`config.mk`:
```
export PLATFORM = sky130hd
export DESIGN_NAME = aprw_write_cmd
export DESIGN_NICKNAME = d
export VERILOG_FILES = /design/src/aprw_pkg.sv /design/src/aprw_watchdog.sv /design/src/aprw_write_cmd.sv
export SDC_FILE = /design/constraint.sdc
export NUM_CORES = 1
export LEC_CHECK = 0
export BUFFER_PORTS_ARGS = -buffer_cell sky130_fd_sc_hd__buf_2
export CORE_ASPECT_RATIO = 1.2
export CORE_UTILIZATION = 50
export CTS_CLUSTER_SIZE = 40
export DETAILED_ROUTE_END_ITERATION = 6
export PLACE_DENSITY = 0.69
export SYNTH_ARGS = -nofsm -noshare
export SYNTH_HDL_FRONTEND = slang
export SYNTH_SLANG_ARGS = --single-unit
export TNS_END_PERCENT = 1
```
`constraint.sdc`:
```
create_clock -name clk_in -period 4.65 [get_ports clk_in]
set_input_delay 0.2325 -clock clk_in [delete_from_list [all_inputs] [get_ports clk_in]]
set_output_delay 0.2325 -clock clk_in [all_outputs]
set_load 0.02 [all_outputs]
```
`src/aprw_pkg.sv`:
```
// Package for the PIO sector-write command block: register map, field
// positions, opcodes, timing counts and the carrier structs.
// Assumes a 125 MHz system clock and a plain strobed register port.
package aprw_pkg;

  // ==========================================================================
  // Register index on the plain register port
  localparam logic [3:0] ADDR_TRANSFER_WORD = 4'h0;
  localparam logic [3:0] ADDR_FEATURE_PARAM = 4'h1; // Reads error_flags
  localparam logic [3:0] ADDR_SECTOR_COUNT = 4'h2;
  localparam logic [3:0] ADDR_SECTOR_NUMBER = 4'h3;
  localparam logic [3:0] ADDR_CYLINDER_LOW = 4'h4;
  localparam logic [3:0] ADDR_CYLINDER_HIGH = 4'h5;
  localparam logic [3:0] ADDR_DRIVE_HEAD = 4'h6;
  localparam logic [3:0] ADDR_OPCODE_ENTRY = 4'h7; // Reads device_state
  localparam logic [3:0] ADDR_DEVICE_CTRL = 4'h8;
  localparam logic [3:0] ADDR_BLOCK_SIZE = 4'h9;

  // ==========================================================================
  // Opcodes
  localparam logic [7:0] OP_WRITE_MULTIPLE = 8'hc5;
  localparam logic [7:0] OP_WRITE_MULTIPLE_EXT = 8'h39;
  localparam logic [7:0] OP_WRITE_SECTORS = 8'h30;
  localparam logic [7:0] OP_RETRY_MASK = 8'hfe;

  // ==========================================================================
  // Field positions
  localparam int ST_BUSY_BIT = 7;
  localparam int ST_READY_BIT = 6;
  localparam int ST_SEEK_DONE_BIT = 4;
  localparam int ST_DRQ_BIT = 3;
  localparam int ST_ERR_BIT = 0;
  localparam int ERR_ABORT_BIT = 2;
  localparam int DH_LBA_BIT = 6;
  localparam int CTRL_HOB_BIT = 7;

  // ==========================================================================
  // Reset values and sizes
  localparam logic [7:0] DRIVE_HEAD_RST = 8'ha0;
  localparam logic [7:0] BLOCK_SIZE_RST = 8'h00;
  localparam logic [7:0] SECTOR_WORDS_M1 = 8'hff;
  localparam logic [16:0] COUNT28_ZERO = 17'h00100;
  localparam logic [16:0] COUNT48_ZERO = 17'h10000;

  // ==========================================================================
  // Timing
  localparam longint unsigned CLK_PERIOD_NS = 8;
  localparam longint unsigned BUSY_AFTER_WORD_NS = 5000;
  localparam longint unsigned BUSY_AFTER_WORD_CYC =
    BUSY_AFTER_WORD_NS / CLK_PERIOD_NS;
  localparam longint unsigned MEDIA_TIMEOUT_S = 30;
  localparam longint unsigned MEDIA_TIMEOUT_CYC =
    MEDIA_TIMEOUT_S * 1000000000 / CLK_PERIOD_NS;

  // ==========================================================================
  // Carriers
  typedef struct packed {
    logic wr;
    logic rd;
    logic [3:0] addr;
    logic [15:0] wdata;
  } aprw_host_req_type;

  typedef struct packed {
    logic word_valid;
    logic [15:0] word;
    logic commit;
    logic [47:0] lba;
  } aprw_media_req_type;

  typedef struct packed {
    logic done;
    logic err;
  } aprw_media_rsp_type;

  typedef enum logic [1:0] {S_IDLE, S_XFER, S_MEDIA} aprw_state_type;

endpackage

```
`src/aprw_watchdog.sv`:
```
// Busy watchdog: counts cycles while run is high and flags expiry.
// Assumes run falls in the cycle after expiry, which restarts the count.
`timescale 1ns/1ns
module aprw_watchdog #(
  parameter longint unsigned LIMIT = 16,
  parameter int CNT_W = $clog2(LIMIT + 1)
) (
  input wire logic clk_in,
  input wire logic rst_b_in,
  input wire logic run_in,
  output logic expired_out
);
  logic [CNT_W-1:0] cnt_q;

  initial begin
    if (LIMIT < 1) $error("aprw_watchdog: LIMIT must be at least 1");
  end

  always_ff @(posedge clk_in or negedge rst_b_in) begin
    if (!rst_b_in) begin
      cnt_q <= '0;
    end else if (run_in && !expired_out) begin
      cnt_q <= cnt_q + 1'b1;
    end else begin
      cnt_q <= '0;
    end
  end

  assign expired_out = run_in && (cnt_q == CNT_W'(LIMIT - 1));
endmodule

```
`src/aprw_write_cmd.sv`:
```
// PIO sector-write command interpreter: task file, opcode decode, word
// intake, per-sector media handshake and completion reporting.
// Assumes a host that keeps to the data-request handshake and a media
// engine that answers each committed sector with done (and err).
//
// Summary of operation
// - Opcode C5h: multiple write, data in blocks, one interrupt per block.
// - Opcode 39h: extended multiple write with two-deep count and address.
// - Opcodes 30h and 31h both start the single-sector-interrupt write.
// - The retry bit in opcode bit 0 is ignored.
// - Sector data moves as 16-bit words, one word per data access.
// - Multiple writes interrupt once per configured block, not per sector.
// - 28-bit commands: count zero means 256 sectors.
// - Extended: count is previous:current bytes; zero means 65,536.
// - LBA mode: sector number is LBA 7:0, head field LBA 27:24.
// - LBA mode: cylinder low is LBA 15:8, cylinder high LBA 23:16.
// - Extended start address: current bytes low, previous bytes high.
// - Extended error address read back per high-order-byte select.
// - An uncorrectable error stops the write at the failing sector.
// - 28-bit completion: count holds sectors not transferred.
// - 28-bit completion: address registers hold the last sector written.
// - Busy within 5 us after the last word of each sector.
// - Busy clears with ready within 30 s, with interrupt except mid-block in multiple writes.
`timescale 1ns/1ns
module aprw_write_cmd
  import aprw_pkg::*;
#(
  parameter int SECTORS_PER_TRACK = 63,
  parameter int HEAD_COUNT = 16,
  parameter longint unsigned MEDIA_TIMEOUT = MEDIA_TIMEOUT_CYC
) (
  input wire logic clk_in,
  input wire logic rst_b_in,
  input wire aprw_host_req_type host_req_in,
  output logic [15:0] host_rdata_out,
  output aprw_media_req_type media_req_out,
  input wire aprw_media_rsp_type media_rsp_in,
  output logic intrq_out
);

  // ==========================================================================
  // Elaboration checks
  initial begin
    if (SECTORS_PER_TRACK < 1 || SECTORS_PER_TRACK > 255)
      $error("aprw_write_cmd: SECTORS_PER_TRACK out of range");
    if (HEAD_COUNT < 1 || HEAD_COUNT > 16)
      $error("aprw_write_cmd: HEAD_COUNT out of range");
    if (MEDIA_TIMEOUT < 1)
      $error("aprw_write_cmd: MEDIA_TIMEOUT must be at least 1");
    if (BUSY_AFTER_WORD_CYC < 1)
      $error("aprw_write_cmd: busy latency below one cycle");
  end

  localparam logic [7:0] SPT = 8'(SECTORS_PER_TRACK);
  localparam logic [3:0] LAST_HEAD = 4'(HEAD_COUNT - 1);

  // ==========================================================================
  // State
  aprw_state_type state_q, state_d;
  logic cmd_ext_q, cmd_mult_q;
  logic [15:0] cnt_q, feature_q;
  logic [47:0] addr_q;
  logic [7:0] dev_head_q, block_size_q, error_q;
  logic hob_q, err_st_q, intrq_q;
  logic [16:0] rem_q;
  logic [7:0] blk_left_q, word_cnt_q;
  logic [15:0] rdata_q;
  aprw_media_req_type media_q;

  // ==========================================================================
  // Decode
  logic wr, rd, tf_wr, op_write, is_single, is_mult, is_ext, accept;
  logic dwr, last_word, st_read, expired, media_ok, media_fail;
  logic [16:0] start_rem, rem_next;
  logic [7:0] op;
  logic [27:0] lba28_next;
  logic [7:0] chs_sect_next;
  logic [15:0] chs_cyl_next;
  logic [3:0] chs_head_next;
  logic [7:0] status;
  logic fin_ok, blk_end;

  assign wr = host_req_in.wr;
  assign rd = host_req_in.rd;
  assign op = host_req_in.wdata[7:0];
  // Command block writes are ignored while a command is running
  assign tf_wr = wr && (state_q == S_IDLE);
  assign op_write = tf_wr && (host_req_in.addr == ADDR_OPCODE_ENTRY);
  assign is_single = (op & OP_RETRY_MASK) == OP_WRITE_SECTORS;
  assign is_mult = op == OP_WRITE_MULTIPLE;
  assign is_ext = op == OP_WRITE_MULTIPLE_EXT;
  // Multiple writes need a block size; zero means multiple mode is off
  assign accept = is_single
    || ((is_mult || is_ext) && (block_size_q != 8'h00));

  // One word per data access, only while data request is up
  assign dwr = wr && (host_req_in.addr == ADDR_TRANSFER_WORD)
    && (state_q == S_XFER);
  assign last_word = dwr && (word_cnt_q == SECTOR_WORDS_M1);
  assign st_read = rd && (host_req_in.addr == ADDR_OPCODE_ENTRY);

  always_comb begin
    if (is_ext) begin
      start_rem = (cnt_q == 16'h0000) ? COUNT48_ZERO
        : {1'b0, cnt_q};
    end else begin
      start_rem = (cnt_q[7:0] == 8'h00) ? COUNT28_ZERO
        : {9'h000, cnt_q[7:0]};
    end
  end

  // Sectors in the next data-request block
  function automatic logic [7:0] block_len(input logic [16:0] rem,
                                           input logic mult,
                                           input logic [7:0] bsz);
    logic [7:0] len;
    len = 8'h01;
    if (mult) begin
      len = (rem < {9'h000, bsz}) ? rem[7:0] : bsz;
    end
    return len;
  endfunction

  aprw_watchdog #(
    .LIMIT(MEDIA_TIMEOUT)
  ) u_watchdog (
    .clk_in(clk_in),
    .rst_b_in(rst_b_in),
    .run_in(state_q == S_MEDIA),
    .expired_out(expired)
  );

  assign media_ok = (state_q == S_MEDIA) && media_rsp_in.done
    && !media_rsp_in.err && !expired;
  assign media_fail = (state_q == S_MEDIA)
    && ((media_rsp_in.done && media_rsp_in.err) || expired);
  assign rem_next = rem_q - 17'h00001;
  assign fin_ok = media_ok && (rem_next == 17'h00000);
  assign blk_end = blk_left_q == 8'h01;

  // Next sector address in each addressing form
  assign lba28_next = {dev_head_q[3:0], addr_q[23:0]} + 28'h0000001;
  always_comb begin
    chs_sect_next = addr_q[7:0] + 8'h01;
    chs_head_next = dev_head_q[3:0];
    chs_cyl_next = addr_q[23:8];
    if (addr_q[7:0] >= SPT) begin
      chs_sect_next = 8'h01;
      if (dev_head_q[3:0] >= LAST_HEAD) begin
        chs_head_next = 4'h0;
        chs_cyl_next = addr_q[23:8] + 16'h0001;
      end else begin
        chs_head_next = dev_head_q[3:0] + 4'h1;
      end
    end
  end

  // ==========================================================================
  // Command sequencing
  always_comb begin
    state_d = state_q;
    unique case (state_q)
      S_IDLE: begin
        if (op_write && accept) state_d = S_XFER;
      end
      S_XFER: begin
        if (last_word) state_d = S_MEDIA;
      end
      S_MEDIA: begin
        if (media_fail || fin_ok) begin
          state_d = S_IDLE;
        end else if (media_ok) begin
          state_d = S_XFER;
        end
      end
    endcase
  end

  always_ff @(posedge clk_in or negedge rst_b_in) begin
    if (!rst_b_in) begin
      state_q <= S_IDLE;
    end else begin
      state_q <= state_d;
    end
  end

  // ==========================================================================
  // Sector and block counters
  always_ff @(posedge clk_in or negedge rst_b_in) begin
    if (!rst_b_in) begin
      cmd_ext_q <= 1'b0;
      cmd_mult_q <= 1'b0;
      rem_q <= '0;
      blk_left_q <= '0;
      word_cnt_q <= '0;
    end else begin
      if (op_write && accept) begin
        cmd_ext_q <= is_ext;
        cmd_mult_q <= is_mult || is_ext;
        rem_q <= start_rem;
        blk_left_q <= block_len(start_rem, is_mult || is_ext, block_size_q);
        word_cnt_q <= '0;
      end else begin
        if (dwr) word_cnt_q <= word_cnt_q + 8'h01;
        if (media_ok) begin
          rem_q <= rem_next;
          blk_left_q <= blk_end
            ? block_len(rem_next, cmd_mult_q, block_size_q)
            : blk_left_q - 8'h01;
        end
      end
    end
  end

  // ==========================================================================
  // Task file registers; count, feature and address bytes push the older byte into the high half
  always_ff @(posedge clk_in or negedge rst_b_in) begin
    if (!rst_b_in) begin
      cnt_q <= '0;
      feature_q <= '0;
      addr_q <= '0;
      dev_head_q <= DRIVE_HEAD_RST;
      block_size_q <= BLOCK_SIZE_RST;
      hob_q <= 1'b0;
    end else if (tf_wr) begin
      unique case (host_req_in.addr)
        ADDR_FEATURE_PARAM: feature_q <= {feature_q[7:0], op};
        ADDR_SECTOR_COUNT: cnt_q <= {cnt_q[7:0], op};
        ADDR_SECTOR_NUMBER: begin
          addr_q[31:24] <= addr_q[7:0];
          addr_q[7:0] <= op;
        end
        ADDR_CYLINDER_LOW: begin
          addr_q[39:32] <= addr_q[15:8];
          addr_q[15:8] <= op;
        end
        ADDR_CYLINDER_HIGH: begin
          addr_q[47:40] <= addr_q[23:16];
          addr_q[23:16] <= op;
        end
        ADDR_DRIVE_HEAD: dev_head_q <= op;
        ADDR_DEVICE_CTRL: hob_q <= op[CTRL_HOB_BIT];
        ADDR_BLOCK_SIZE: block_size_q <= op;
        default: ;
      endcase
    end else if (media_ok && !fin_ok) begin
      // Advance only when another sector follows, so that completion
      // leaves the last written sector in place
      if (cmd_ext_q) begin
        addr_q <= addr_q + 48'h000000000001;
      end else if (dev_head_q[DH_LBA_BIT]) begin
        addr_q[23:0] <= lba28_next[23:0];
        dev_head_q[3:0] <= lba28_next[27:24];
      end else begin
        addr_q[7:0] <= chs_sect_next;
        addr_q[23:8] <= chs_cyl_next;
        dev_head_q[3:0] <= chs_head_next;
      end
    end else if (fin_ok || media_fail) begin
      // Error keeps the failing sector's address in place
      if (cmd_ext_q) begin
        cnt_q <= media_fail ? rem_q[15:0] : 16'h0000;
      end else begin
        cnt_q[7:0] <= media_fail ? rem_q[7:0] : 8'h00;
      end
    end
  end

  // ==========================================================================
  // Error report and interrupt request; a new event beats a status read
  always_ff @(posedge clk_in or negedge rst_b_in) begin
    if (!rst_b_in) begin
      error_q <= '0;
      err_st_q <= 1'b0;
    end else if (op_write) begin
      error_q <= '0;
      error_q[ERR_ABORT_BIT] <= !accept;
      err_st_q <= !accept;
    end else if (media_fail) begin
      error_q[ERR_ABORT_BIT] <= 1'b1;
      err_st_q <= 1'b1;
    end
  end

  logic intrq_set;
  assign intrq_set = (op_write && !accept) || media_fail || fin_ok
    || (media_ok && blk_end);

  always_ff @(posedge clk_in or negedge rst_b_in) begin
    if (!rst_b_in) begin
      intrq_q <= 1'b0;
    end else begin
      intrq_q <= intrq_set || (intrq_q && !st_read && !op_write);
    end
  end

  // ==========================================================================
  // Register reads; data stand in the cycle after the strobe only
  always_comb begin
    status = '0;
    status[ST_BUSY_BIT] = state_q == S_MEDIA;
    status[ST_READY_BIT] = 1'b1;
    status[ST_SEEK_DONE_BIT] = 1'b1;
    status[ST_DRQ_BIT] = state_q == S_XFER;
    status[ST_ERR_BIT] = err_st_q;
  end

  always_ff @(posedge clk_in or negedge rst_b_in) begin
    if (!rst_b_in) begin
      rdata_q <= '0;
    end else if (!rd) begin
      rdata_q <= '0;
    end else begin
      unique case (host_req_in.addr)
        ADDR_FEATURE_PARAM: rdata_q <= {8'h00, error_q};
        ADDR_SECTOR_COUNT: rdata_q <= {8'h00,
          hob_q ? cnt_q[15:8] : cnt_q[7:0]};
        ADDR_SECTOR_NUMBER: rdata_q <= {8'h00,
          hob_q ? addr_q[31:24] : addr_q[7:0]};
        ADDR_CYLINDER_LOW: rdata_q <= {8'h00,
          hob_q ? addr_q[39:32] : addr_q[15:8]};
        ADDR_CYLINDER_HIGH: rdata_q <= {8'h00,
          hob_q ? addr_q[47:40] : addr_q[23:16]};
        ADDR_DRIVE_HEAD: rdata_q <= {8'h00, dev_head_q};
        ADDR_OPCODE_ENTRY: rdata_q <= {8'h00, status};
        ADDR_DEVICE_CTRL: rdata_q <= {8'h00, hob_q, 7'h00};
        ADDR_BLOCK_SIZE: rdata_q <= {8'h00, block_size_q};
        default: rdata_q <= '0;
      endcase
    end
  end

  // ==========================================================================
  // Media side: words are registered unchanged, commit marks a sector end
  always_ff @(posedge clk_in or negedge rst_b_in) begin
    if (!rst_b_in) begin
      media_q <= '0;
    end else begin
      media_q.word_valid <= dwr;
      if (dwr) media_q.word <= host_req_in.wdata;
      media_q.commit <= last_word;
      if (last_word) begin
        if (cmd_ext_q) begin
          media_q.lba <= addr_q;
        end else if (dev_head_q[DH_LBA_BIT]) begin
          media_q.lba <= {20'h00000, dev_head_q[3:0], addr_q[23:0]};
        end else begin
          media_q.lba <= {16'h0000, addr_q[23:8], 4'h0,
            dev_head_q[3:0], addr_q[7:0]};
        end
      end
    end
  end

  assign host_rdata_out = rdata_q;
  assign media_req_out = media_q;
  assign intrq_out = intrq_q;

endmodule

```
Word level (Yosys, flattened, before mapping)
Cells that the tools add are included.
Word-level totals
  flip-flop bits (word level): 234
  bits in latches: 0
  RAM bits: 0
  bits in read-only memories: 0
  input port bits: 26
  output and inout bits: 83
  logic and storage cells: 188
  memories: 0
Operators by class
  add/subtract/negate cells: 9
  multipliers: 0
  divide/modulo/power cells: 0
  magnitude comparators: 4
  equality and inequality tests: 27
  shifts and indexed selects: 0
  multiplexer cells: 59
  bitwise gates (word level): 0
  reduce and logical (&&, ||, !) cells: 63
Operators with widths (number)
  2-to-1 mux 8 bit: 24
  2-to-1 mux 48 bit: 3
  2-to-1 mux 16 bit: 7
  2-to-1 mux 24 bit: 3
  case mux 8 bit (9 select lines): 1
  2-to-1 mux 17 bit: 4
  2-to-1 mux 32 bit: 2
  adder 48 x 1 -> 48 bit, second input constant: 1
  < comparator 17 x 8 -> 1 bit: 2
  adder 32 x 1 -> 32 bit, second input constant: 1
  == test 32 bit, second input constant: 1
  adder 28 x 1 -> 28 bit, second input constant: 1
  2-to-1 mux 4 bit: 7
  logical AND 1 bit: 21
  zero test 17 bit: 1
  subtractor 17 x 1 -> 17 bit, second input constant: 1
  adder 16 x 1 -> 16 bit, second input constant: 1
  adder 8 x 1 -> 8 bit, second input constant: 2
  == test 4 x 3 -> 1 bit, second input constant: 4
  == test 8 bit, second input constant: 2
  zero test 16 bit: 1
  AND reduction 4 bit: 4
  AND reduction 3 bit: 5
  != test 2 x 1 -> 1 bit, second input constant: 7
  28 further kinds: 56

Logic depth before layout (Yosys ltp)
Gate-level depths: netlist of run 1.
  depth in word-level cells: 10
  depth in mapped cells: 14
  depth with buffers taken out: 12

Cells and area by module
Synthesis of run 1 repeated with hierarchy kept, for this count alone.
Second synthesis, totals
  cell total of the unflattened synthesis: 1572
  area, all modules: 13656.8 um^2
Modules (own cells, without submodules)
  aprw_write_cmd: times used 1, cells an instance 1370, area an instance 11750.0 um^2, sequential area each 4857.2 um^2
  aprw_watchdog: times used 1, cells an instance 202, area an instance 1906.8 um^2, sequential area each 800.8 um^2

Worst setup path after synthesis of run 1
Ideal clock, no wire load.
  path kind: register to register
  from: register rem_q[0]
  to: register addr_q[47]
  library setup time: 0.080 ns
  arrival time: 3.066 ns
  data required time: 4.570 ns
  path slack: 1.504 ns
  stages on the path, launching flop included: 13
  buffers on the path: 2
  clock period less this slack: 3.146 ns
  path through: dfrtp_1 -> buf_2 -> inv_1 -> ha_1 -> nor3b_2 -> nor2_1 -> o21a_1 -> or3_4 -> and4_4 -> buf_6 -> or3_4 -> or4_1 -> o211ai_2
Between the ends
  word-level cells in the longest chain between the ends: 7
Ends and longest elaborated chain
  start: declaration: line aprw_write_cmd.sv:65  | logic [16:0] rem_q;
  start signal: assignment: line aprw_write_cmd.sv:200  | rem_q <= start_rem;
  start signal: assignment: line aprw_write_cmd.sv:206  | rem_q <= rem_next;
  subtractor 17 x 1 -> 17 bit: line aprw_write_cmd.sv:137  | assign rem_next = rem_q - 17'h00001;
  zero test 17 bit: line aprw_write_cmd.sv:138  | assign fin_ok = media_ok && (rem_next == 17'h00000);
  logical AND 1 bit: line aprw_write_cmd.sv:138
  zero test 1 bit: line aprw_write_cmd.sv:246  | end else if (media_ok && !fin_ok) begin
  logical AND 1 bit: line aprw_write_cmd.sv:246
  nonzero test 2 bit (no line)
  AND reduction 3 bit (no line)
  end signal: assignment: line aprw_write_cmd.sv:238  | addr_q[47:40] <= addr_q[23:16];
  end signal: assignment: line aprw_write_cmd.sv:250  | addr_q <= addr_q + 48'h000000000001;
  end: declaration: line aprw_write_cmd.sv:62  | logic [47:0] addr_q;
No other way between the ends.
A chain may end at the register's enable or synchronous reset.

Final worst setup path of run 1
  from: register rem_q[0]
  to: register addr_q[31]
Same word-level chain as after synthesis.

==> results of run 1 <==
-- how the worst max path moves through the flow --
stage | start | end | slack [ns]
floorplan | rem_q[0]$_DFFE_PN0P_ | addr_q[47]$_DFFE_PN0P_ | 1.50
global placement | rem_q[0]$_DFFE_PN0P_ | addr_q[32]$_DFFE_PN0P_ | 0.98
detailed placement | rem_q[0]$_DFFE_PN0P_ | addr_q[39]$_DFFE_PN0P_ | 0.83
CTS | rem_q[0]$_DFFE_PN0P_ | cnt_q[9]$_DFFE_PN0P_ | 0.87
global route | rem_q[0]$_DFFE_PN0P_ | addr_q[36]$_DFFE_PN0P_ | 0.51
finish | rem_q[0]$_DFFE_PN0P_ | addr_q[31]$_DFFE_PN0P_ | 0.75
-- flip-flops by register name, indices dropped and copies added (netlist names) --
name,cells
media_req_out,66
addr_q,48
u_watchdog.cnt_q,32
rem_q,17
cnt_q,16
blk_left_q,8
block_size_q,8
dev_head_q,8
host_rdata_out,8
word_cnt_q,8
state_q,2
cmd_ext_q,1
cmd_mult_q,1
err_st_q,1
hob_q,1
intrq_out,1
-- layout by cell type (no fill, tap or decap), types with 28 or more instances in the layout --
| cell | netlist | layout |
|---|---|---|
| nor2_1 | 152 | 150 |
| nor3_1 | 29 | 29 |
| mux2_2 | 35 | 35 |
| nand3_1 | 74 | 73 |
| mux2i_1 | 42 | 42 |
| o21ai_0 | 92 | 92 |
| a21oi_1 | 109 | 109 |
| dfrtp_1 | 224 | 224 |
| inv_1 | 35 | 35 |
| nand2_1 | 169 | 168 |
| buf_2 | 13 | 99 |
| xor2_1 | 28 | 28 |
-- final cells by class --
class / count / area share, %
antenna: 3 / 0.0505
clock buffer: 31 / 4.71
clock inverter: 13 / 1.20
inverter: 35 / 0.884
multi-input combinational: 1131 / 47.0
sequential: 226 / 38.1
tap: 330 / 2.78
timing repair buffer: 134 / 5.32
-- power by group --
group | switching (mW) | internal, mW | leakage [nW]
Clock | 0.833 | 1.29 | 0.435
Combinational | 0.549 | 0.427 | 2.98
Sequential | 0.368 | 2.16 | 3.02
Total | 1.75 | 3.87 | 6.44
-- worst max-delay path: stages, from the launching register on --
cell     delay, ns
dfrtp_1       0.49
inv_1         0.11
ha_1          0.23
or3b_1        0.44
o31ai_1       0.24
nand2_1       0.16
nor4_1        0.55
nand4_1       0.51
a21oi_2       0.74
a21oi_1       0.11
o22a_1        0.23
-- kinds of logic after synthesis --
logic type / Yosys count / synth area share, %
muxes: 85 / 6.84
AOI/OAI and AO/OA: 397 / 19.3
buffers and inverters: 154 / 4.78
and+or+nand+nor: 567 / 20.7
DFF: 226 / 42.8
other: 1 / 0.0283
xor gates and xnor gates: 51 / 3.38
adders and majority gates: 23 / 2.18
-- synthesized netlist by cell type (all sizes together) (10+ instances only) --
| master | number |
|---|---|
| a31oi | 27 |
| nand4 | 21 |
| a22oi | 16 |
| o22ai | 10 |
| xnor2 | 23 |
| o211ai | 14 |
| or3 | 15 |
| xor2 | 28 |
| clkbuf | 94 |
| inv | 35 |
| nand2b | 11 |
| and3 | 17 |
| dfrtp | 224 |
| nor3 | 30 |
| nand3 | 74 |
| ha | 23 |
| mux2i | 42 |
| a21oi | 112 |
| mux2 | 43 |
| o21ai | 103 |
| and2 | 11 |
| buf | 25 |
| a22o | 11 |
| nor4 | 16 |
| nor2 | 152 |
| o22a | 26 |
| nand2 | 171 |
| a221oi | 12 |
-- per-layer routing --
| metal | global-route usage [%] | vias up | part of all wire (%) |
|---|---|---|---|
| li1 | - | 5557 | - |
| met1 | 38.1 | 5784 | 41 |
| met2 | 48.0 | 578 | 47 |
| met3 | 5.27 | 135 | 8.0 |
| met4 | 13.5 | 4 | 4.5 |
| met5 | 0 | - | 0.068 |
-- through the flow --
step / power, mW / cell area (sq um) / std cells / setup WS, ns
floorplan: 3.13 / 13300 / 1511 / 1.50
global placement: 3.48 / 13900 / 1846 / 0.983
detailed placement: 3.50 / 13900 / 1846 / 0.834
CTS: 5.63 / 14900 / 1900 / 0.868
global route: 5.86 / 14900 / 1901 / 0.513
finish: 5.62 / 14900 / 1903 / 0.751
-- what timing repair did --
item,CTS,global route
resized for setup,0,0
endpoints found under the hold margin,114,0
hold buffers,10,0
==> flow_summary.json, run 1 <==
{
  "path_class": "flop to flop",
  "postSynthCellCount": 1504,
  "core_sq_um": 25700,
  "worstMarginPinSlew_ns": 0.917,
  "leakagePower_nw": 6.44,
  "fin_crit_sh_pct": 83.9,
  "crit_path_start_kind": "flop",
  "drc": 1,
  "synth_flop_cell": "dfrtp_1",
  "hold_path_depth": 2,
  "yosysUniqueCellTypes": 81,
  "slew_headroom_pct": 38.4,
  "grt_max_degree": 110,
  "max_freq_ghz": 0.256,
  "cts_tree": "yes",
  "cts.path.max_buffers": 3,
  "die_y_um": 180,
  "min_delay_worst_endpoint": "media_req_out[49]$_DFFE_PN0P_",
  "crit_path_max_fanout": 16,
  "cts.sinks": 226,
  "synth_warnings": 0,
  "postSynthAreaPerCell_sq_um": 8.80,
  "multiInputGateArea_sq_um": 6980,
  "place_hpwl_um": 27900,
  "gp_congestion": 0.929,
  "cts_buffers": 26,
  "initial_core_util_pct": 51.5,
  "dr.pass1.iters": 7,
  "min_from": "host_req_in[0]",
  "hold_viol": 0,
  "antenna_found_initial": 4,
  "power_density_nw_per_um2": 378,
  "utilization_pct": 57.8,
  "drtAntennaViolNets": 0,
  "syn_area_sq_um": 13200,
  "cp_data_arrival_time_ns": 4.33,
  "r2r_end": "addr_q[31]$_DFFE_PN0P_",
  "clock_latency_ns": 0.54,
  "period_minus_slack_ns": 3.90,
  "overflow": 0,
  "drive_above_1_share_pct": 14.4,
  "layout.nets": 1603,
  "seq_area_sq_um": 5660,
  "clkSlewWorstSetupHoldPaths_ns": 0.06,
  "regToRegStartpoint": "rem_q[0]$_DFFE_PN0P_",
  "cap_violations": 0,
  "synth_edf_count": 0,
  "cp-end-kind": "flop",
  "core.rowCount": 64,
  "ys_seq_elements": 226,
  "wl_per_cell_um": 20.9,
  "drt-total-wl_um": 39800,
  "worstRegToRegCells": 10,
  "drt_iter0_markers": 1020,
  "drt-vias-per-instance": 6.34,
  "floorplan.die_area_sq_um": 27100,
  "skew_ns": 0.0243,
  "synth.top_cell.area_share_pct": 42.4,
  "ys_top_cells_by_area": "dfrtp_1, nand2_1, nor2_1",
  "synthArstFlopShare_pct": 100,
  "io_pins": 109,
  "cts_setup_buffers": 0,
  "fillers": 2302,
  "grtUsageTotal_pct": 29.6,
  "port_buffers": 100,
  "whs_ns": 0.0914,
  "worstPathRequired_ns": 5.08,
  "synth_top_area_cell": "dfrtp_1",
  "yosysSeqAreaShare_pct": 42.8,
  "hold_path.class": "primary input to flop",
  "vias": 12100,
  "drv_slew": 0,
  "cts-root-buf": "clkbuf_16",
  "rrSetupSlack_ns": 0.75,
  "violations": "DRC",
  "status": "finished, violations left",
  "grt_setup_unrepaired": "false",
  "cts_max_level": 1,
  "fin_tns_setup_ns": 0,
  "ir_drop_v": 0.000323,
  "finalSetupViolCount": 0,
  "grt_pass1_vias": 11600,
  "area_growth_pct": 12.4,
  "die_w_um": 150,
  "grt_pass1_wl_um": 63000
}
(Power assumes the default switching activity.)
==> inputs of run 2 (changes only) <==
--- a/config.mk
+++ b/config.mk
@@ -5,12 +5,13 @@
 export SDC_FILE = /design/constraint.sdc
 export NUM_CORES = 1
 export LEC_CHECK = 0
+export ABC_AREA = 1
 export BUFFER_PORTS_ARGS = -buffer_cell sky130_fd_sc_hd__buf_2
 export CORE_ASPECT_RATIO = 1.2
 export CORE_UTILIZATION = 50
 export CTS_CLUSTER_SIZE = 40
 export DETAILED_ROUTE_END_ITERATION = 6
-export PLACE_DENSITY = 0.69
+export PLACE_DENSITY = 0.71
 export SYNTH_ARGS = -nofsm -noshare
 export SYNTH_HDL_FRONTEND = slang
 export SYNTH_SLANG_ARGS = --single-unit
==> constraint.sdc (replaced) <==
create_clock -name clk_in -period 3.4 [get_ports clk_in]
set_input_delay 0.17 -clock clk_in [delete_from_list [all_inputs] [get_ports clk_in]]
set_output_delay 0.17 -clock clk_in [all_outputs]
set_load 0.02 [all_outputs]
==> run 2 against run 1 <==
  * The flow now finishes without violations
  * Hold slack got worse by 0.056 ns
  * Final cell count rose by 30%
  * Core utilization fell by 0.39 points
  * Register-to-register slack got worse by 0.31 ns
  * Global-route usage rose by 4.1 points
  * Area after synthesis rose by 7.1%
  * Sequential cell count did not move
  * Design area rose by 7.9%
  * Clock skew fell by 0.0085 ns
  * Critical path depth rose by 7
==> flow_summary.json, run 2 <==
{
  "initial_core_util_pct": 50.7,
  "layout.nets": 2116,
  "crit_path_max_fanout": 7,
  "worstMarginPinSlew_ns": 0.915,
  "synth_warnings": 0,
  "synth_common_cells": "nand2_1, dfrtp_1, o21ai_0",
  "ys_seq_elements": 226,
  "dpl_cell_area_sq_um": 15000,
  "crit_path_start_kind": "flop",
  "drtAntennaViolNets": 0,
  "layout_common_cells": "nand2_1, dfrtp_1, o21ai_0, inv_1, nor2_1",
  "p_seq_share_pct": 41.6,
  "finalSetupViolCount": 0,
  "status": "completed",
  "cts_max_level": 1,
  "io_pins": 109,
  "drc": 0,
  "p_comb_share_pct": 19.2,
  "synth_edf_count": 0,
  "cts_resized": 0,
  "p_clk_share_pct": 39.2,
  "cap_violations": 0,
  "syn_area_sq_um": 14200,
  "grt_busiest_layer": "met2",
  "synth.top_cell.area_share_pct": 39.6,
  "synthArstFlopShare_pct": 100,
  "grt_setup_unrepaired": "false",
  "path_class": "flop to flop",
  "port_buffers": 100,
  "cp_data_arrival_time_ns": 3.39,
  "vias": 14300,
  "clkSlewWorstSetupHoldPaths_ns": 0.07,
  "largest_reg_flops": 66,
  "worstPathRequired_ns": 3.82,
  "met2_usage_pct": 56.5,
  "switching_share_pct": 32.5,
  "skew_ns": 0.0158,
  "antenna_found_initial": 0,
  "cts.sinks": 226,
  "wl_per_cell_um": 19.5,
  "p_int_mw": 5.12,
  "cts.path.max_buffers": 3,
  "core.rowCount": 67,
  "grt_pass1_wl_um": 75800,
  "synth_top_area_cell": "dfrtp_1",
  "power_density_nw_per_um2": 473,
  "die_y_um": 186,
  "dr.pass1.iters": 5,
  "cts_setup_buffers": 0,
  "hold_viol": 0,
  "hold_path_depth": 3,
  "grtUsageTotal_pct": 33.7,
  "cp-end-kind": "flop",
  "ys_top_cells_by_area": "dfrtp_1, nand2_1, o21ai_0",
  "grt_pass1_vias": 13500,
  "yosysUniqueCellTypes": 59,
  "area_growth_pct": 13.2,
  "postSynthCellCount": 1974,
  "fin_crit_sh_pct": 87.2,
  "drt-total-wl_um": 48200,
  "diodes": 0,
  "grtUsageMet1_pct": 42.1,
  "core_sq_um": 27900,
  "cts_tree": "yes",
  "slew_headroom_pct": 39.0,
  "fin_tns_setup_ns": 0,
  "ir_drop_v": 0.000408,
  "gp_congestion": 1.03,
  "max_freq_ghz": 0.337,
  "switching_power_mw": 2.46,
  "worstRegToRegCells": 17,
  "utilization_pct": 57.4,
  "postCtsHoldBufs": 14,
  "cts_buffers": 26,
  "grt_max_degree": 107,
  "mostFrequentLayoutCell": "nand2_1",
  "clock_latency_ns": 0.54,
  "drt-vias-per-instance": 5.78,
  "cts-root-buf": "clkbuf_16",
  "hold_path.class": "primary input to flop",
  "period_minus_slack_ns": 2.96,
  "drive_above_1_share_pct": 11.5,
  "leakagePower_nw": 7.27,
  "met3_usage_pct": 4.48,
  "postSynthAreaPerCell_sq_um": 7.18,
  "overflow": 0,
  "drv_slew": 0,
  "die_w_um": 156,
  "drt_iter0_markers": 1443,
  "floorplan.die_area_sq_um": 29000,
  "stdcell_area_sq_um": 16000,
  "yosysSeqAreaShare_pct": 39.9,
  "synth.most_common_cell": "nand2_1",
  "synth_flop_cell": "dfrtp_1",
  "place_hpwl_um": 36200
}
==> run 2: cell count changes in the layout (fill, tap and decap cells not counted), sizes merged, moves of 26 or more <==
cell	previous run	this run
mux2	43	1
nand3	74	111
inv	35	204
nor2	152	200
o21ai	103	225
mux2i	42	1
o22a	26	0
nand2	171	544
==> run 2: cell type report <==
class                           instances  area [sq um]
Sequential cell                       226          5660
Tap cell                              379           474
Multi-Input combinational cell       1464          7340
Clock inverter                         11           145
Clock buffer                           37           763
Fill cell                            2717         11900
Inverter                              207           777
Timing Repair Buffer                  142           873
==> run 2: through the flow <==
stage / power, mW / hold slack (ns) / instances / setup slack, ns
final: 7.58 / 0.0351 / 2466 / 0.437
after floorplan: 4.01 / -0.126 / 1981 / 0.944
after global routing: 7.90 / 0.0591 / 2466 / 0.0725
after CTS: 7.59 / 0.0202 / 2466 / 0.475
after global placement: 4.58 / 0.279 / 2404 / 0.544
after detailed placement: 4.60 / 0.276 / 2404 / 0.491
==> run 2: critical path, cell delays in order (launching register included) <==
cell and delay (ns):
dfrtp_1 0.36, inv_1 0.17, ha_1 0.32, nand2_2 0.14, o21ai_0 0.15, and2_1 0.21
inv_1 0.08, ha_1 0.29, a21oi_1 0.15, nand2_1 0.07, nand2_1 0.07, nand3_1 0.07
nor2_1 0.37, nand3_1 0.13, nand3_1 0.10, nand2_1 0.05, nand2_1 0.05, a21oi_1 0.06
==> run 2: routing by layer <==
layer  share of wire, %  vias to the layer above
li1                   -                     6733
met1                 39                     6677
met2                 48                      662
met3                7.3                      181
met4                5.8                        0
met5                  0                        -
==> run 2: final timing paths <==
check                                                endpoint  slack, ns                     startpoint
worst max register to register      blk_left_q[5]$_DFFE_PN0P_       0.44           rem_q[1]$_DFFE_PN0P_
worst min register to register  u_watchdog.cnt_q[0]$_DFF_PN0_       0.47  u_watchdog.cnt_q[0]$_DFF_PN0_
max in group asynchronous              addr_q[43]$_DFFE_PN0P_       2.12                       rst_b_in
worst min-delay path                   addr_q[22]$_DFFE_PN0P_       0.04                 host_req_in[6]
min in group asynchronous       media_req_out[17]$_DFFE_PN0P_       0.22                       rst_b_in
worst max-delay path                blk_left_q[5]$_DFFE_PN0P_       0.44           rem_q[1]$_DFFE_PN0P_
==> run 2: power groups by stage <==
| stage | Clock [mW] | Combinational (mW) | Sequential, mW |
|---|---|---|---|
| floorplan | 0 | 0.858 | 3.15 |
| global placement | 0 | 1.39 | 3.19 |
| detailed placement | 0 | 1.41 | 3.19 |
| CTS | 3.02 | 1.43 | 3.14 |
| global route | 3.13 | 1.60 | 3.17 |
| finish | 2.97 | 1.45 | 3.15 |
==> run 2: cells by family after synthesis <==
family	after synthesis	share of synthesized area, %
and+or+nand+nor	967	29.7
AOI/OAI and AO/OA	421	17.1
buffers and inverters	291	8.45
DFF	226	39.9
xor gates and xnor gates	43	2.66
adders and majority gates	23	2.03
muxes	2	0.150
other	1	0.0265
==> inputs of run 3 (changes only) <==
--- a/config.mk
+++ b/config.mk
@@ -7,7 +7,7 @@
 export LEC_CHECK = 0
 export ABC_AREA = 1
 export BUFFER_PORTS_ARGS = -buffer_cell sky130_fd_sc_hd__buf_2
-export CORE_ASPECT_RATIO = 1.2
+export CORE_ASPECT_RATIO = 1.75
 export CORE_UTILIZATION = 50
 export CTS_CLUSTER_SIZE = 40
 export DETAILED_ROUTE_END_ITERATION = 6
==> run 3 against run 2 <==
  * Final cell count shrank 0.32%
  * Critical path depth grew 3
  * Core utilization shrank 0.23 points
  * Non-clock buffer count grew 3
  * Sequential share of layout area grew 0.20 points
==> flow_summary.json, run 3 (synthesized netlist as in run 2, its figures left out) <==
{
  "cts.path.max_buffers": 3,
  "p_clk_share_pct": 37.9,
  "vias": 14500,
  "drc": 0,
  "cts_max_level": 1,
  "worstMarginPinSlew_ns": 0.841,
  "drtAntennaViolNets": 0,
  "grt_max_degree": 97,
  "max_freq_ghz": 0.323,
  "dr.pass1.iters": 6,
  "area_growth_pct": 12.6,
  "multiInputGateArea_sq_um": 7340,
  "power_density_nw_per_um2": 469,
  "core_sq_um": 27900,
  "slew_headroom_pct": 43.9,
  "skew_ns": 0.0202,
  "switching_power_mw": 2.51,
  "p_int_mw": 4.96,
  "drt-vias-per-instance": 5.91,
  "layout_common_cells": "nand2_1, dfrtp_1, o21ai_0, inv_1, nor2_1",
  "drt_iter0_markers": 1472,
  "crit_top_cell": "nand2_1",
  "gp_congestion": 1.06,
  "p_comb_share_pct": 20.2,
  "hold_path.class": "primary input to flop",
  "fillers": 2740,
  "place_hpwl_um": 41200,
  "io_pins": 109,
  "leakagePower_nw": 7.25,
  "cap_violations": 0,
  "cts_resized": 0,
  "cp_data_arrival_time_ns": 3.52,
  "mostFrequentLayoutCell": "nand2_1",
  "worstRegToRegCells": 20,
  "antenna_found_initial": 1,
  "clkSlewWorstSetupHoldPaths_ns": 0.07,
  "cp_slowest_stage_delay_ns": 0.40,
  "clock_latency_ns": 0.55,
  "fin_tns_setup_ns": 0,
  "die_y_um": 225,
  "die_w_um": 129,
  "drt-total-wl_um": 54300,
  "overflow": 0,
  "cp_cell_sequence": "inv_1 > ha_1 > nand2_2 > nor2_2 > nand2_1 > and2_1 > inv_1 > ha_1 > nand2_1 > inv_1 > nand2_1 > nand2_1 > nand2_1 > nand3_1 > nor2_1 > nand3_1 > nand3_1 > nand2_1 > nand2_1 > a21oi_1",
  "layout.nets": 2116,
  "status": "completed",
  "fin_crit_sh_pct": 91.2,
  "grt_pass1_vias": 14400,
  "whs_ns": 0.0208,
  "port_buffers": 100,
  "cts.sinks": 226,
  "grt_setup_unrepaired": "false",
  "floorplan.die_area_sq_um": 29000,
  "cts_buffers": 23,
  "cts_tree": "yes",
  "hold_viol": 0,
  "crit_path_start_kind": "flop",
  "total_power_mw": 7.47,
  "grtUsageTotal_pct": 38.3,
  "wl_per_cell_um": 22.1,
  "largest_reg_flops": 66,
  "crit_path_max_fanout": 7,
  "switching_share_pct": 33.6,
  "period_minus_slack_ns": 3.10,
  "cts-root-buf": "clkbuf_16",
  "grt_pass1_wl_um": 82000,
  "drive_above_1_share_pct": 11.7,
  "seq_area_sq_um": 5660,
  "path_class": "flop to flop",
  "initial_core_util_pct": 50.8,
  "critPathSlowestCell": "nor2_1",
  "hold_path_depth": 3,
  "worstPathRequired_ns": 3.82,
  "ir_drop_v": 0.000413,
  "core.rowCount": 81,
  "finalSetupViolCount": 0,
  "drv_slew": 0,
  "cp-end-kind": "flop",
  "p_seq_share_pct": 42.0
}
[run 3: per-stage QoR]
| stage | utilization [%] | instances | setup WS [ns] | area, sq um |
|---|---|---|---|---|
| 6_report | 57.2 | 2458 | 0.300 | 15900 |
| 5_1_grt | 57.2 | 2456 | 0.135 | 15900 |
| 4_1_cts | 57.2 | 2456 | 0.417 | 15900 |
| 3_5_place_dp | 53.9 | 2404 | 0.443 | 15000 |
| 3_3_place_gp | 53.9 | 2404 | 0.471 | 15000 |
| 2_1_floorplan | - | 1981 | 0.944 | 14200 |
[run 3: routing by layer]
metal	global-route usage (%)	routed length, um
met5	0	0
met4	37.9	6280
met3	6.57	3540
met2	66.9	26900
met1	37.0	17500
[run 3: critical path, delay by kind of cell, from the launching register on]
kind | cells | cell delay, ns
flip-flops | 1 | 0.36
AND/OR/NAND/NOR | 14 | 1.70
buffers and inverters | 3 | 0.28
AO/OA/AOI/OAI | 1 | 0.06
adder cells (fa/ha/maj) | 2 | 0.55
[run 3: worst paths after layout]
kind | startpoint | end | slack (ns)
min | host_req_in[5] | dev_head_q[5]$_DFFE_PN1P_ | 0.02
min reg2reg | u_watchdog.cnt_q[0]$_DFF_PN0_ | u_watchdog.cnt_q[0]$_DFF_PN0_ | 0.46
min in group asynchronous | rst_b_in | media_req_out[38]$_DFFE_PN0P_ | 0.19
max in group asynchronous | rst_b_in | media_req_out[57]$_DFFE_PN0P_ | 2.20
max reg2reg | rem_q[1]$_DFFE_PN0P_ | blk_left_q[3]$_DFFE_PN0P_ | 0.30
max | rem_q[1]$_DFFE_PN0P_ | blk_left_q[3]$_DFFE_PN0P_ | 0.30
[run 3: timing repair]
| item | CTS | global route |
|---|---|---|
| hold buffers | 11 | 0 |
| endpoints found under the hold margin | 80 | 0 |
| setup buffers | 0 | 0 |
[run 3: layout make-up]
| class | count | share of cell area [%] |
|---|---|---|
| Tap cell | 373 | 2.93 |
| Antenna cell | 2 | 0.0314 |
| Multi-Input combinational cell | 1464 | 46.0 |
| Clock buffer | 25 | 3.66 |
| Clock inverter | 16 | 1.40 |
| Timing Repair Buffer | 145 | 5.57 |
| Inverter | 207 | 4.87 |
| Sequential cell | 226 | 35.5 |
[run 3: power groups by stage]
stage	Combinational, mW	Clock (mW)	Sequential (mW)
after floorplan	0.858	0	3.15
after global placement	1.42	0	3.16
after detailed placement	1.44	0	3.17
after CTS	1.46	2.85	3.12
after global routing	1.65	2.95	3.15
final	1.51	2.83	3.14
